$ cat src/pkg/touch_acq_defines.svh
`ifndef TOUCH_ACQ_DEFINES_SVH
`define TOUCH_ACQ_DEFINES_SVH
// ==========================================
// setup addresses
`define ADDR_SCOPE_SYNC   8'hF1
`define ADDR_LIMIT_LOW    8'hF2
`define ADDR_GAIN_LIMIT   8'hF3
`define ADDR_ACQ_TIMING   8'hF4
// ==========================================
// reset values
`define RST_SCOPE_SYNC    8'hC0
`define RST_LIMIT_LOW     8'h64
`define RST_GAIN_LIMIT    8'h60
`define RST_ACQ_TIMING    8'hC0
// ==========================================
// field positions
`define SYNC_SEL_LSB      3
`define LIMIT_HI_LSB      0
`define GAIN_IDX_LSB      4
`define DWELL_LSB         0
`define RESTART_BIT       3
`define MULT_LSB          4
`define HOP_LSB           6
// ==========================================
// limits and lookup figures
`define SYNC_OFF_MIN      5'h18
`define KEY_COUNT         24
`define GAIN_THR_BASE     7'h04
`define GAIN_THR_STEP     7'h04
`define CLK_PERIOD_NS     50
`define DWELL_BASE_NS     125
`define DWELL_STEP_NS     625
`endif

$ cat src/pkg/touch_acq_pkg.sv
`default_nettype none
package touch_acq_pkg;
   // ==========================================
   // hopping modes
   typedef enum logic [1:0] {
      HOP_OFF   = 2'b00,
      HOP_RECAL = 2'b01,
      HOP_ADJ   = 2'b10,
      HOP_SWEEP = 2'b11
   } hop_mode_e;

   // ==========================================
   // decoded global setups
   typedef struct packed {
      hop_mode_e   hopMode;
      logic [1:0]  thresholdMultiplier;
      logic        restartInterruptedBurst;
      logic [2:0]  dwell;
      logic [3:0]  gainTestThreshold;
      logic [10:0] lowerSignalLimit;
      logic [4:0]  scopeSyncKeySelect;
      logic [2:0]  positiveDriftRate;
   } setup_s;

   // ==========================================
   // one key measurement from the acquisition engine
   typedef struct packed {
      logic        valid;
      logic [4:0]  key;
      logic [10:0] value;
   } key_sample_s;
endpackage
`default_nettype wire

$ cat src/touch_acq_global_setups.sv
// Functional notes
// - selected key's burst drives a positive sync pulse across the whole burst
// - selector 0-23 picks one key, 24-31 disables; default 24
// - reference below lower limit flags key error and device status error
// - lower limit is 11 bits, low byte 242, high bits 243, default 100
// - gain test passes only if normal minus half-burst sample exceeds threshold
// - gain threshold index 0-15 maps to 4..64; default index 6 gives 28
// - dwell 0-7 sets capture time 125 ns to 4.5 us; default 0
// - burst yields to host traffic; pause is registered, so both run in the first overlap cycle
// - restart flag set: burst interrupted by host traffic restarts from start
// - restart flag clear: interrupted burst completes without restart
// - key detect threshold equals key threshold times global multiplier
// - multiplier code 0..3 gives x1, x2, x4, x8; default 0
// - effective ranges 4-18, 8-36, 16-72, 32-144
// - hop field disables hopping or selects one of three modes
// - hop codes off, recal, adjust, sweep; default 3
`timescale 1ns/1ns
`default_nettype none
`include "touch_acq_defines.svh"
module touch_acq_global_setups
   import touch_acq_pkg::*;
#(
   parameter int KEYS = `KEY_COUNT
) (
   input  wire logic              clk,
   input  wire logic              nrst,
   input  wire logic [7:0]        setupAddr,
   input  wire logic [7:0]        setupWrData,
   input  wire logic              setupWr,
   input  wire logic              setupRd,
   output logic      [7:0]        setupRdData,
   output logic                   setupRdHit,
   input  wire logic              burstActive,
   input  wire logic [4:0]        burstKey,
   input  wire logic              hostBusy,
   output logic                   burstPause,
   output logic                   burstRestart,
   output logic                   syncPulse,
   input  wire key_sample_s       refSample,
   output logic      [KEYS-1:0]   keyLimitError,
   output logic                   statusLimitError,
   input  wire logic              statusClear,
   input  wire key_sample_s       testSample,
   input  wire logic [10:0]       normalSignal,
   output logic      [KEYS-1:0]   gainPass,
   input  wire logic [4:0]        keyThreshold,
   output logic      [7:0]        detectThreshold,
   output logic      [6:0]        dwellCycles,
   output hop_mode_e              hopMode,
   output setup_s                 setups
);
   // ==========================================
   // setup storage
   logic [7:0]  scopeSync;
   logic [7:0]  limitLow;
   logic [7:0]  gainLimit;
   logic [7:0]  acqTiming;
   logic        interrupted;
   logic [6:0]  gainThr;
   logic [11:0] gainDiff;
   setup_s      next_setups;

   always_comb begin
      next_setups.positiveDriftRate       = scopeSync[2:0];
      next_setups.scopeSyncKeySelect      = scopeSync[`SYNC_SEL_LSB +: 5];
      next_setups.lowerSignalLimit        = {gainLimit[`LIMIT_HI_LSB +: 3], limitLow};
      next_setups.gainTestThreshold       = gainLimit[`GAIN_IDX_LSB +: 4];
      next_setups.dwell                   = acqTiming[`DWELL_LSB +: 3];
      next_setups.restartInterruptedBurst = acqTiming[`RESTART_BIT];
      next_setups.thresholdMultiplier     = acqTiming[`MULT_LSB +: 2];
      next_setups.hopMode                 = hop_mode_e'(acqTiming[`HOP_LSB +: 2]);
   end

   always_ff @(posedge clk or negedge nrst) begin
      if (!nrst) begin
         scopeSync <= `RST_SCOPE_SYNC;
         limitLow  <= `RST_LIMIT_LOW;
         gainLimit <= `RST_GAIN_LIMIT;
         acqTiming <= `RST_ACQ_TIMING;
      end else if (setupWr) begin
         unique case (setupAddr)
            `ADDR_SCOPE_SYNC: scopeSync <= setupWrData;
            `ADDR_LIMIT_LOW:  limitLow  <= setupWrData;
            `ADDR_GAIN_LIMIT: gainLimit <= setupWrData & 8'hF7;
            `ADDR_ACQ_TIMING: acqTiming <= setupWrData;
            default: ;
         endcase
      end
   end

   // unused bit 3 of byte 243 reads zero; other addresses answer zero, no hit
   always_ff @(posedge clk or negedge nrst) begin
      if (!nrst) begin
         setupRdData <= 8'h00;
         setupRdHit  <= 1'b0;
      end else begin
         setupRdHit <= 1'b0;
         if (setupRd) begin
            setupRdHit <= 1'b1;
            unique case (setupAddr)
               `ADDR_SCOPE_SYNC: setupRdData <= scopeSync;
               `ADDR_LIMIT_LOW:  setupRdData <= limitLow;
               `ADDR_GAIN_LIMIT: setupRdData <= gainLimit;
               `ADDR_ACQ_TIMING: setupRdData <= acqTiming;
               default: begin
                  setupRdData <= 8'h00;
                  setupRdHit  <= 1'b0;
               end
            endcase
         end
      end
   end

   always_ff @(posedge clk or negedge nrst) begin
      if (!nrst) begin
         setups  <= '0;
         hopMode <= HOP_OFF;
      end else begin
         setups  <= next_setups;
         hopMode <= next_setups.hopMode;
      end
   end

   // ==========================================
   // scope sync
   // the pulse shares its pin with the change line; leaving it on corrupts both
   // pulse over selected burst
   always_ff @(posedge clk or negedge nrst) begin
      if (!nrst) begin
         syncPulse <= 1'b0;
      end else begin
         syncPulse <= burstActive && (next_setups.scopeSyncKeySelect < `SYNC_OFF_MIN)
                      && (burstKey == next_setups.scopeSyncKeySelect);
      end
   end

   // ==========================================
   // lower signal limit check
   // per key and device error
   always_ff @(posedge clk or negedge nrst) begin
      if (!nrst) begin
         keyLimitError    <= '0;
         statusLimitError <= 1'b0;
      end else begin
         if (statusClear) begin
            keyLimitError    <= '0;
            statusLimitError <= 1'b0;
         end
         // a new error in the clear cycle wins over the clear
         if (refSample.valid && refSample.key < KEYS
             && refSample.value < next_setups.lowerSignalLimit) begin
            keyLimitError[refSample.key] <= 1'b1;
            statusLimitError             <= 1'b1;
         end
      end
   end

   // ==========================================
   // key gain test
   // linear lookup 4 + 4*index
   assign gainThr  = `GAIN_THR_BASE + 7'(next_setups.gainTestThreshold) * `GAIN_THR_STEP;
   assign gainDiff = {1'b0, normalSignal} - {1'b0, testSample.value};

   always_ff @(posedge clk or negedge nrst) begin
      if (!nrst) begin
         gainPass <= '0;
      end else if (testSample.valid && testSample.key < KEYS) begin
         gainPass[testSample.key] <= !gainDiff[11] && (gainDiff[10:0] > 11'(gainThr));
      end
   end

   // ==========================================
   // detect threshold and dwell
   // power of two multiplier
   // 18 x8 fits in 8 bits
   always_ff @(posedge clk or negedge nrst) begin
      if (!nrst) begin
         detectThreshold <= 8'h00;
      end else begin
         detectThreshold <= 8'({3'b000, keyThreshold} << next_setups.thresholdMultiplier);
      end
   end

   // dwell time in ns rounded up to whole clock cycles
   function automatic logic [6:0] dwell_cycles(input logic [2:0] code);
      int ns;
      ns = `DWELL_BASE_NS + `DWELL_STEP_NS * int'(code);
      return 7'((ns + `CLK_PERIOD_NS - 1) / `CLK_PERIOD_NS);
   endfunction

   always_ff @(posedge clk or negedge nrst) begin
      if (!nrst) begin
         dwellCycles <= 7'h03;
      end else begin
         dwellCycles <= dwell_cycles(next_setups.dwell);
      end
   end

   // ==========================================
   // burst versus host traffic
   // host traffic wins from the second overlap cycle on; the burst engine holds while paused
   // pause burst during host
   always_ff @(posedge clk or negedge nrst) begin
      if (!nrst) begin
         burstPause <= 1'b0;
      end else begin
         burstPause <= burstActive && hostBusy;
      end
   end

   always_ff @(posedge clk or negedge nrst) begin
      if (!nrst) begin
         interrupted  <= 1'b0;
         burstRestart <= 1'b0;
      end else begin
         burstRestart <= 1'b0;
         if (burstActive && hostBusy) begin
            interrupted <= 1'b1;
         end else if (!hostBusy) begin
            interrupted <= 1'b0;
            if (interrupted && burstActive && next_setups.restartInterruptedBurst) begin
               burstRestart <= 1'b1;
            end
         end
      end
   end

   // ==========================================
   // checks
   a_sync_follows: assert property (@(posedge clk) disable iff (!nrst)
      (burstActive && burstKey == scopeSync[7:3] && scopeSync[7:3] < 5'h18
       && !setupWr) |=> syncPulse)
      else $error("sync pulse missing on selected burst");
   a_sync_off: assert property (@(posedge clk) disable iff (!nrst)
      (scopeSync[7:3] >= 5'h18 && $stable(scopeSync)) |=> !syncPulse)
      else $error("sync pulse while selector off");
   a_limit_error: assert property (@(posedge clk) disable iff (!nrst)
      (refSample.valid && refSample.key < KEYS
       && refSample.value < {gainLimit[2:0], limitLow})
      |=> statusLimitError && keyLimitError[$past(refSample.key)])
      else $error("limit error not flagged");
   a_limit_reset: assert property (@(posedge clk) disable iff (!nrst)
      $rose(nrst) |-> {gainLimit[2:0], limitLow} == 11'd100)
      else $error("lower limit default wrong");
   a_gain_pass: assert property (@(posedge clk) disable iff (!nrst)
      (testSample.valid && testSample.key < KEYS && gainLimit[7:4] == 4'h6
       && normalSignal == testSample.value + 11'd28)
      |=> !gainPass[$past(testSample.key)])
      else $error("gain test passed at equal threshold");
   a_dwell_max: assert property (@(posedge clk) disable iff (!nrst)
      (acqTiming[2:0] == 3'h7) |=> dwellCycles == 7'd90)
      else $error("dwell 7 not 4.5 us");
   a_no_overlap: assert property (@(posedge clk) disable iff (!nrst)
      (burstActive && hostBusy) [*2] |-> burstPause)
      else $error("burst not paused for host");
   a_restart_pulse: assert property (@(posedge clk) disable iff (!nrst)
      (interrupted && !hostBusy && burstActive && acqTiming[3]) |=> burstRestart)
      else $error("interrupted burst not restarted");
   a_no_restart: assert property (@(posedge clk) disable iff (!nrst)
      (!acqTiming[3] && $stable(acqTiming)) |=> !burstRestart)
      else $error("restart with flag clear");
   a_thr_mult: assert property (@(posedge clk) disable iff (!nrst)
      (acqTiming[5:4] == 2'h3 && keyThreshold == 5'd18) |=> detectThreshold == 8'd144)
      else $error("x8 threshold wrong");
   a_hop_default: assert property (@(posedge clk) disable iff (!nrst)
      $rose(nrst) ##1 !setupWr |-> ##1 hopMode == HOP_SWEEP || $past(setupWr))
      else $error("hop mode default not sweep");
   a_sync_burst_end: assert property (@(posedge clk) disable iff (!nrst)
      !burstActive |=> !syncPulse)
      else $error("sync pulse outside a burst");
   a_gain_pass_max: assert property (@(posedge clk) disable iff (!nrst)
      (testSample.valid && testSample.key < KEYS && gainLimit[7:4] == 4'hF
       && testSample.value < 11'd1983 && normalSignal == testSample.value + 11'd65)
      |=> gainPass[$past(testSample.key)])
      else $error("gain test failed above top threshold");
   a_mult_unity: assert property (@(posedge clk) disable iff (!nrst)
      (acqTiming[5:4] == 2'h0) |=> detectThreshold == {3'b000, $past(keyThreshold)})
      else $error("x1 threshold wrong");
   a_thr_range_low: assert property (@(posedge clk) disable iff (!nrst)
      (acqTiming[5:4] == 2'h3 && keyThreshold == 5'd4) |=> detectThreshold == 8'd32)
      else $error("x8 low threshold wrong");
   a_hop_follows: assert property (@(posedge clk) disable iff (!nrst)
      1'b1 |=> hopMode == $past(acqTiming[7:6]))
      else $error("hop mode not taken from setup");
   a_read_unmapped: assert property (@(posedge clk) disable iff (!nrst)
      (setupRd && (setupAddr < 8'hF1 || setupAddr > 8'hF4)) |=> !setupRdHit && setupRdData == 8'h00)
      else $error("unmapped read answered");
   a_restart_once: assert property (@(posedge clk) disable iff (!nrst)
      burstRestart |=> !burstRestart)
      else $error("restart pulse longer than one cycle");
endmodule
`default_nettype wire

$ cat config.mk
export PLATFORM = sky130hd
export DESIGN_NAME = touch_acq_global_setups
export DESIGN_NICKNAME = d
export VERILOG_FILES = /design/src/pkg/touch_acq_pkg.sv /design/src/touch_acq_global_setups.sv
export VERILOG_INCLUDE_DIRS = /design/src /design/src/pkg
export SDC_FILE = /design/constraint.sdc
export NUM_CORES = 1
export LEC_CHECK = 0
export ABC_AREA = 0
export BUFFER_PORTS_ARGS = -buffer_cell sky130_fd_sc_hd__buf_4
export CORE_MARGIN = 5
export CORE_UTILIZATION = 55
export CTS_CLUSTER_SIZE = 40
export DETAILED_ROUTE_END_ITERATION = 8
export PLACE_DENSITY = 0.85
export SKIP_LAST_GASP = 1
export SYNTH_ARGS = -nofsm -noshare
export SYNTH_HDL_FRONTEND = slang
export SYNTH_SLANG_ARGS = --single-unit
$ cat constraint.sdc
create_clock -name clk -period 15.4 [get_ports clk]
set_input_delay 2.31 -clock clk [delete_from_list [all_inputs] [get_ports clk]]
set_output_delay 2.31 -clock clk [all_outputs]
set_load 0.02 [all_outputs]
### Word-level counts from Yosys, hierarchy flattened

Cells that the tools add are included.

* flip-flop bits (word level): 139
* bits of input ports: 78
* output and inout port bits: 109
* word-level logic and storage cells: 82

* add/subtract/negate cells: 5
* multiply operators: 1
* div/mod/pow operators: 1
* magnitude comparators: 9
* equality and inequality tests: 6
* shifts and indexed selects: 1
* mux-type cells: 17
* bitwise logic cells: 1
* reductions and logical operators: 18

Operators by type and width (number)
* $mux 24: 2
* $div 32x7->32 const B: 1
* $eq 8x8->1 const B: 4
* $pmux 8 s4: 1
* $bwmux 24: 1
* $or 24x24->24: 1
* $sub 15x1->16 const B: 1
* $add 14x6->15 const B: 1
* $lt 5x5->1 const B: 3
* $add 7x13->14 const A: 1
* $mul 10x3->13 const A: 1
* $lt 5x6->1 const B: 2
* $sub 11x11->12: 1
* $gt 11x7->1: 1
* $logic_and 1x1->1: 11
* $lt 11x11->1: 1
* $mux 1: 11
* $demux 1 s5: 2
* $ge 5x1->1 const B: 2
* $reduce_and 2->1: 4
* $shl 5x2->8: 1
* $add 3x6->7 const A: 1
* $eq 5x5->1: 1
* $reduce_or 4->1: 1
* other kinds (3): 3

### Longest topological paths before layout

* word-level depth: 6
* gate-level depth with buffers: 34
* mapped depth without buffers: 31

### Least setup slack after synthesis

OpenSTA, ideal clock, no wires.

* path kind: register to register
* start point: register acqTiming[1]
* end point: register dwellCycles[0]
* library setup time: 85 ps
* data arrival time: 7759 ps
* required time: 15315 ps
* setup slack: 7556 ps
* stages on the path, launching flop included: 30
* buffers on the path: 1
* path through: dfrtp_1 > fa_1 > ha_1 > ha_1 > or4b_1 > or4_1 > o311ai_1 > nand2_1 > nor2_1 > nor2_1 > ha_1 > nand2b_1 > a311o_1 > a22oi_2 > inv_2 > a221oi_4 > nand4_2 > nor4_1 > o22a_1 > o2111a_1 > buf_4 > mux2i_1 > nor4_4 > o21ai_2 > mux2_2 > o2111ai_1 > nor2_1 > a311o_1 > xor2_1 > o221ai_1

* longest elaborated chain between the ends: 5

Ends and longest elaborated chain
* from (decl): RTL line touch_acq_global_setups.sv:57 `logic [7:0] acqTiming;`
* from (signal assigned): RTL line touch_acq_global_setups.sv:79 `` acqTiming <= `RST_ACQ_TIMING; ``
* from (signal assigned): RTL line touch_acq_global_setups.sv:85 `` `ADDR_ACQ_TIMING: acqTiming <= setupWrData; ``
* $mul 10x3->13 (no source line)
* $add 7x13->14 (no source line)
* $add 14x6->15 (no source line)
* $sub 15x1->16: RTL line touch_acq_global_setups.sv:188 `` return 7'((ns + `CLK_PERIOD_NS - 1) / `CLK_PERIOD_NS); ``
* $div 32x7->32 (no source line)
* to (signal assigned): RTL line touch_acq_global_setups.sv:195 `dwellCycles <= dwell_cycles(next_setups.dwell);`
* to (decl): RTL line touch_acq_global_setups.sv:48 `output logic [6:0] dwellCycles,`

Every way passes these cells.
A chain may end at the register's enable or synchronous reset.

### Worst setup path after layout

Same ends and word-level chain as after synthesis.

==> impl_metrics.ini <==
[worst_setup_path]
cp_slowest_cell = dfrtp_1
critPathLaunchType = register
cp.required_ns = 15.72
path_max_fanout = 22
critPathArrivalTime_ns = 10.35
reg2regPathDepth = 28
critical_path.top_delay_family = compound AO/OA/AOI/OAI gates
slowest_delay_ns = 0.82
critical_path_depth = 28
cp-end-kind = register
critical_path_buf_inv_count = 3
critPathKind = reg -> reg
path_common_cell = nor2_1

[sta]
setup_viol = 0
slew_violations = 0
period_share_pct = 65.1
fin_hold_ws_ns = 0.414
tns_ns = 0
fmax_mhz = 99.8
max_slew_margin_pct = 12.5
rsz0062_at_grt = no
hold_viol_final = 0
worstMarginPinSlew_ns = 1.30
fin_worst_skew_ns = 0.0117
fin_crit_ns = 10.02

[cts]
cts_max_path_buffers = 2
cts_max_level = 4
cts_made_buffers = 17
cts_tree = built
clock-root-buffer = clkbuf_16
cts.clk_slew.worst_paths_ns = 0.06
postCtsSetupRepairBufs = 0
holdBufCountCts = 0
clock_sinks = 139
cts.repair.resized = 0
clock_latency_ns = 0.42

[route]
drt-initial-drc-count = 1013
num_vias = 8618
avgViaCountPerCell = 6.29
wl_um = 27900
ant_nets = 0
dr.pass1.iters = 6
post-route-drc-count = 0
routedWlPerCell_um = 20.4

[die]
floorplan.rows = 47
start_util_pct = 56.0
fp.dieH_um = 140
die_w_um = 140
core-area_um2 = 16500
dieArea_um2 = 19500
boundaryPins = 187

[yosys]
yosysTopAreaCell = dfrtp_1
yosys_warnings = 0
netlist.area_leader.share_pct = 34.6
synth-edff-count = 0
synth_nets = 1088
synthTopCellsByCount = dfrtp_1, inv_1, nand2_1
synthesis.area_um2 = 9250
ys_seq_area_share_pct = 37.7
avgSynthCellArea_um2 = 9.61
synth_area_leaders = dfrtp_1, mux2_2, ha_1
synth_cell_type_count = 100
yosysMostFrequentCell = dfrtp_1
async_reset_ff_share_pct = 100
synth_ff_type = dfrtp_1
ys_seq_elements = 139
synthCells = 963

[pwr]
ir_drop_uv = 90.1
p_sw_share_pct = 34.2
p_leak_nw = 5.21
pwr-share-comb_pct = 32.9
clkPwrFrac_pct = 34.5
power_mw = 1.26
power_density_nw_per_um2 = 110
p_int_uw = 828
seqPwrFrac_pct = 32.7
p_switching_uw = 430

[global_route]
gr-total-overflow = 0
antenna_found_initial = 0
grt_pass1_vias = 8234
grt_pass1_wl_um = 44400
grt_usage_pct = 28.0
grt_max_degree = 73

[final_layout]
nNetsFinal = 1262
final_cell_count_no_fill = 1370
fin_util_pct = 69.0
fillers = 1198
num_antenna_cells = 0
layout-drive-gt1-share_pct = 28.3
area_growth_pct = 23.2

[place]
io_buffers = 186
gp_congestion = 0.935
hpwl_um = 20900
place_inst = 1338

[run_status]
status = complete, no violations

[job]
drv_cap = 0

[hold_path]
min_path_type = reg -> reg
hold_depth = 0
layout make-up:
type	instances	area, µm²	area share (%)
multi-input cells	712	5300	46.5
repair buffers	188	1420	12.4
well taps	220	275	2.42
flip-flops and latches	139	3490	30.6
inverters	79	297	2.60
clock buffers	20	447	3.92
clock inverters	12	171	1.50
registers in the layout, summed over array words and instances (netlist names):
| name | flops |
|---|---|
| setups | 31 |
| gainPass | 24 |
| keyLimitError | 24 |
| acqTiming | 8 |
| detectThreshold | 8 |
| limitLow | 8 |
| scopeSync | 8 |
| setupRdData | 8 |
| dwellCycles | 7 |
| gainLimit | 7 |
| burstPause | 1 |
| burstRestart | 1 |
| interrupted | 1 |
| setupRdHit | 1 |
| statusLimitError | 1 |
| syncPulse | 1 |
power by group through the flow:
stage / Combinational, mW / Sequential [mW] / Clock (mW)
2_1_floorplan: 0.253 / 0.437 / 0
3_3_place_gp: 0.399 / 0.416 / 0
3_5_place_dp: 0.401 / 0.416 / 0
4_1_cts: 0.405 / 0.410 / 0.437
5_1_grt: 0.445 / 0.413 / 0.453
6_report: 0.413 / 0.411 / 0.434
per-layer routing:
metal	vias up	wire, µm	track usage [%]
met3	68	2210	5.52
met4	0	874	9.59
li1	3931	-	-
met2	412	13100	44.7
met5	-	0	0
met1	4207	11700	38.3
path summary, 6_finish.rpt:
kind	from	to	slack [ns]
max in group asynchronous	nrst	limitLow[7]	12.15
min in group asynchronous	nrst	keyLimitError[12]	1.88
worst min-delay path	acqTiming[7]	setups[30]	0.41
worst max-delay path	acqTiming[1]	dwellCycles[0]	5.38
worst min register to register	acqTiming[7]	setups[30]	0.41
worst max register to register	acqTiming[1]	dwellCycles[0]	5.38
cells by family (layout without fill, tap and decap cells):
logic type | Yosys count | in the layout | share of synthesized area, %
adders and majority gates | 47 | 47 | 6.68
xor gates and xnor gates | 37 | 37 | 3.50
buffers and inverters | 112 | 299 | 4.96
muxes | 66 | 66 | 7.95
DFF | 139 | 139 | 37.7
and+or+nand+nor | 286 | 286 | 16.6
AOI/OAI and AO/OA | 276 | 276 | 22.5
cell usage in the layout, fill, tap and decap left out, types with 6 or more instances in the layout:
master,Yosys,final
and3_1,8,8
nand3_1,22,22
a21o_1,11,11
mux2i_1,8,8
clkbuf_16,0,17
nand2_1,68,68
or3_1,7,7
o31ai_1,6,6
nand2b_1,14,14
o21ai_0,37,37
o21a_1,6,6
a221oi_1,8,8
nor2_1,58,58
nor4_1,8,8
nand4_1,9,9
a21oi_1,49,49
nor2b_1,19,19
dfrtp_1,128,128
inv_1,76,76
ha_1,43,43
nor3b_1,7,7
and2_1,11,11
mux2_2,57,57
xor2_1,12,12
o211ai_1,9,9
dfstp_2,11,11
buf_4,7,187
nor3_1,17,17
o22ai_1,34,34
a31oi_1,12,12
xnor2_1,25,25
a22o_1,8,8
a211oi_1,8,8
per-stage QoR:
| step | instance area, µm² | setup slack [ns] |
|---|---|---|
| floorplan | 9250 | 7.56 |
| global placement | 10800 | 5.90 |
| detailed placement | 10800 | 5.67 |
| CTS | 11400 | 5.62 |
| global route | 11400 | 4.88 |
| finish | 11400 | 5.38 |
(Power assumes the default switching activity.)
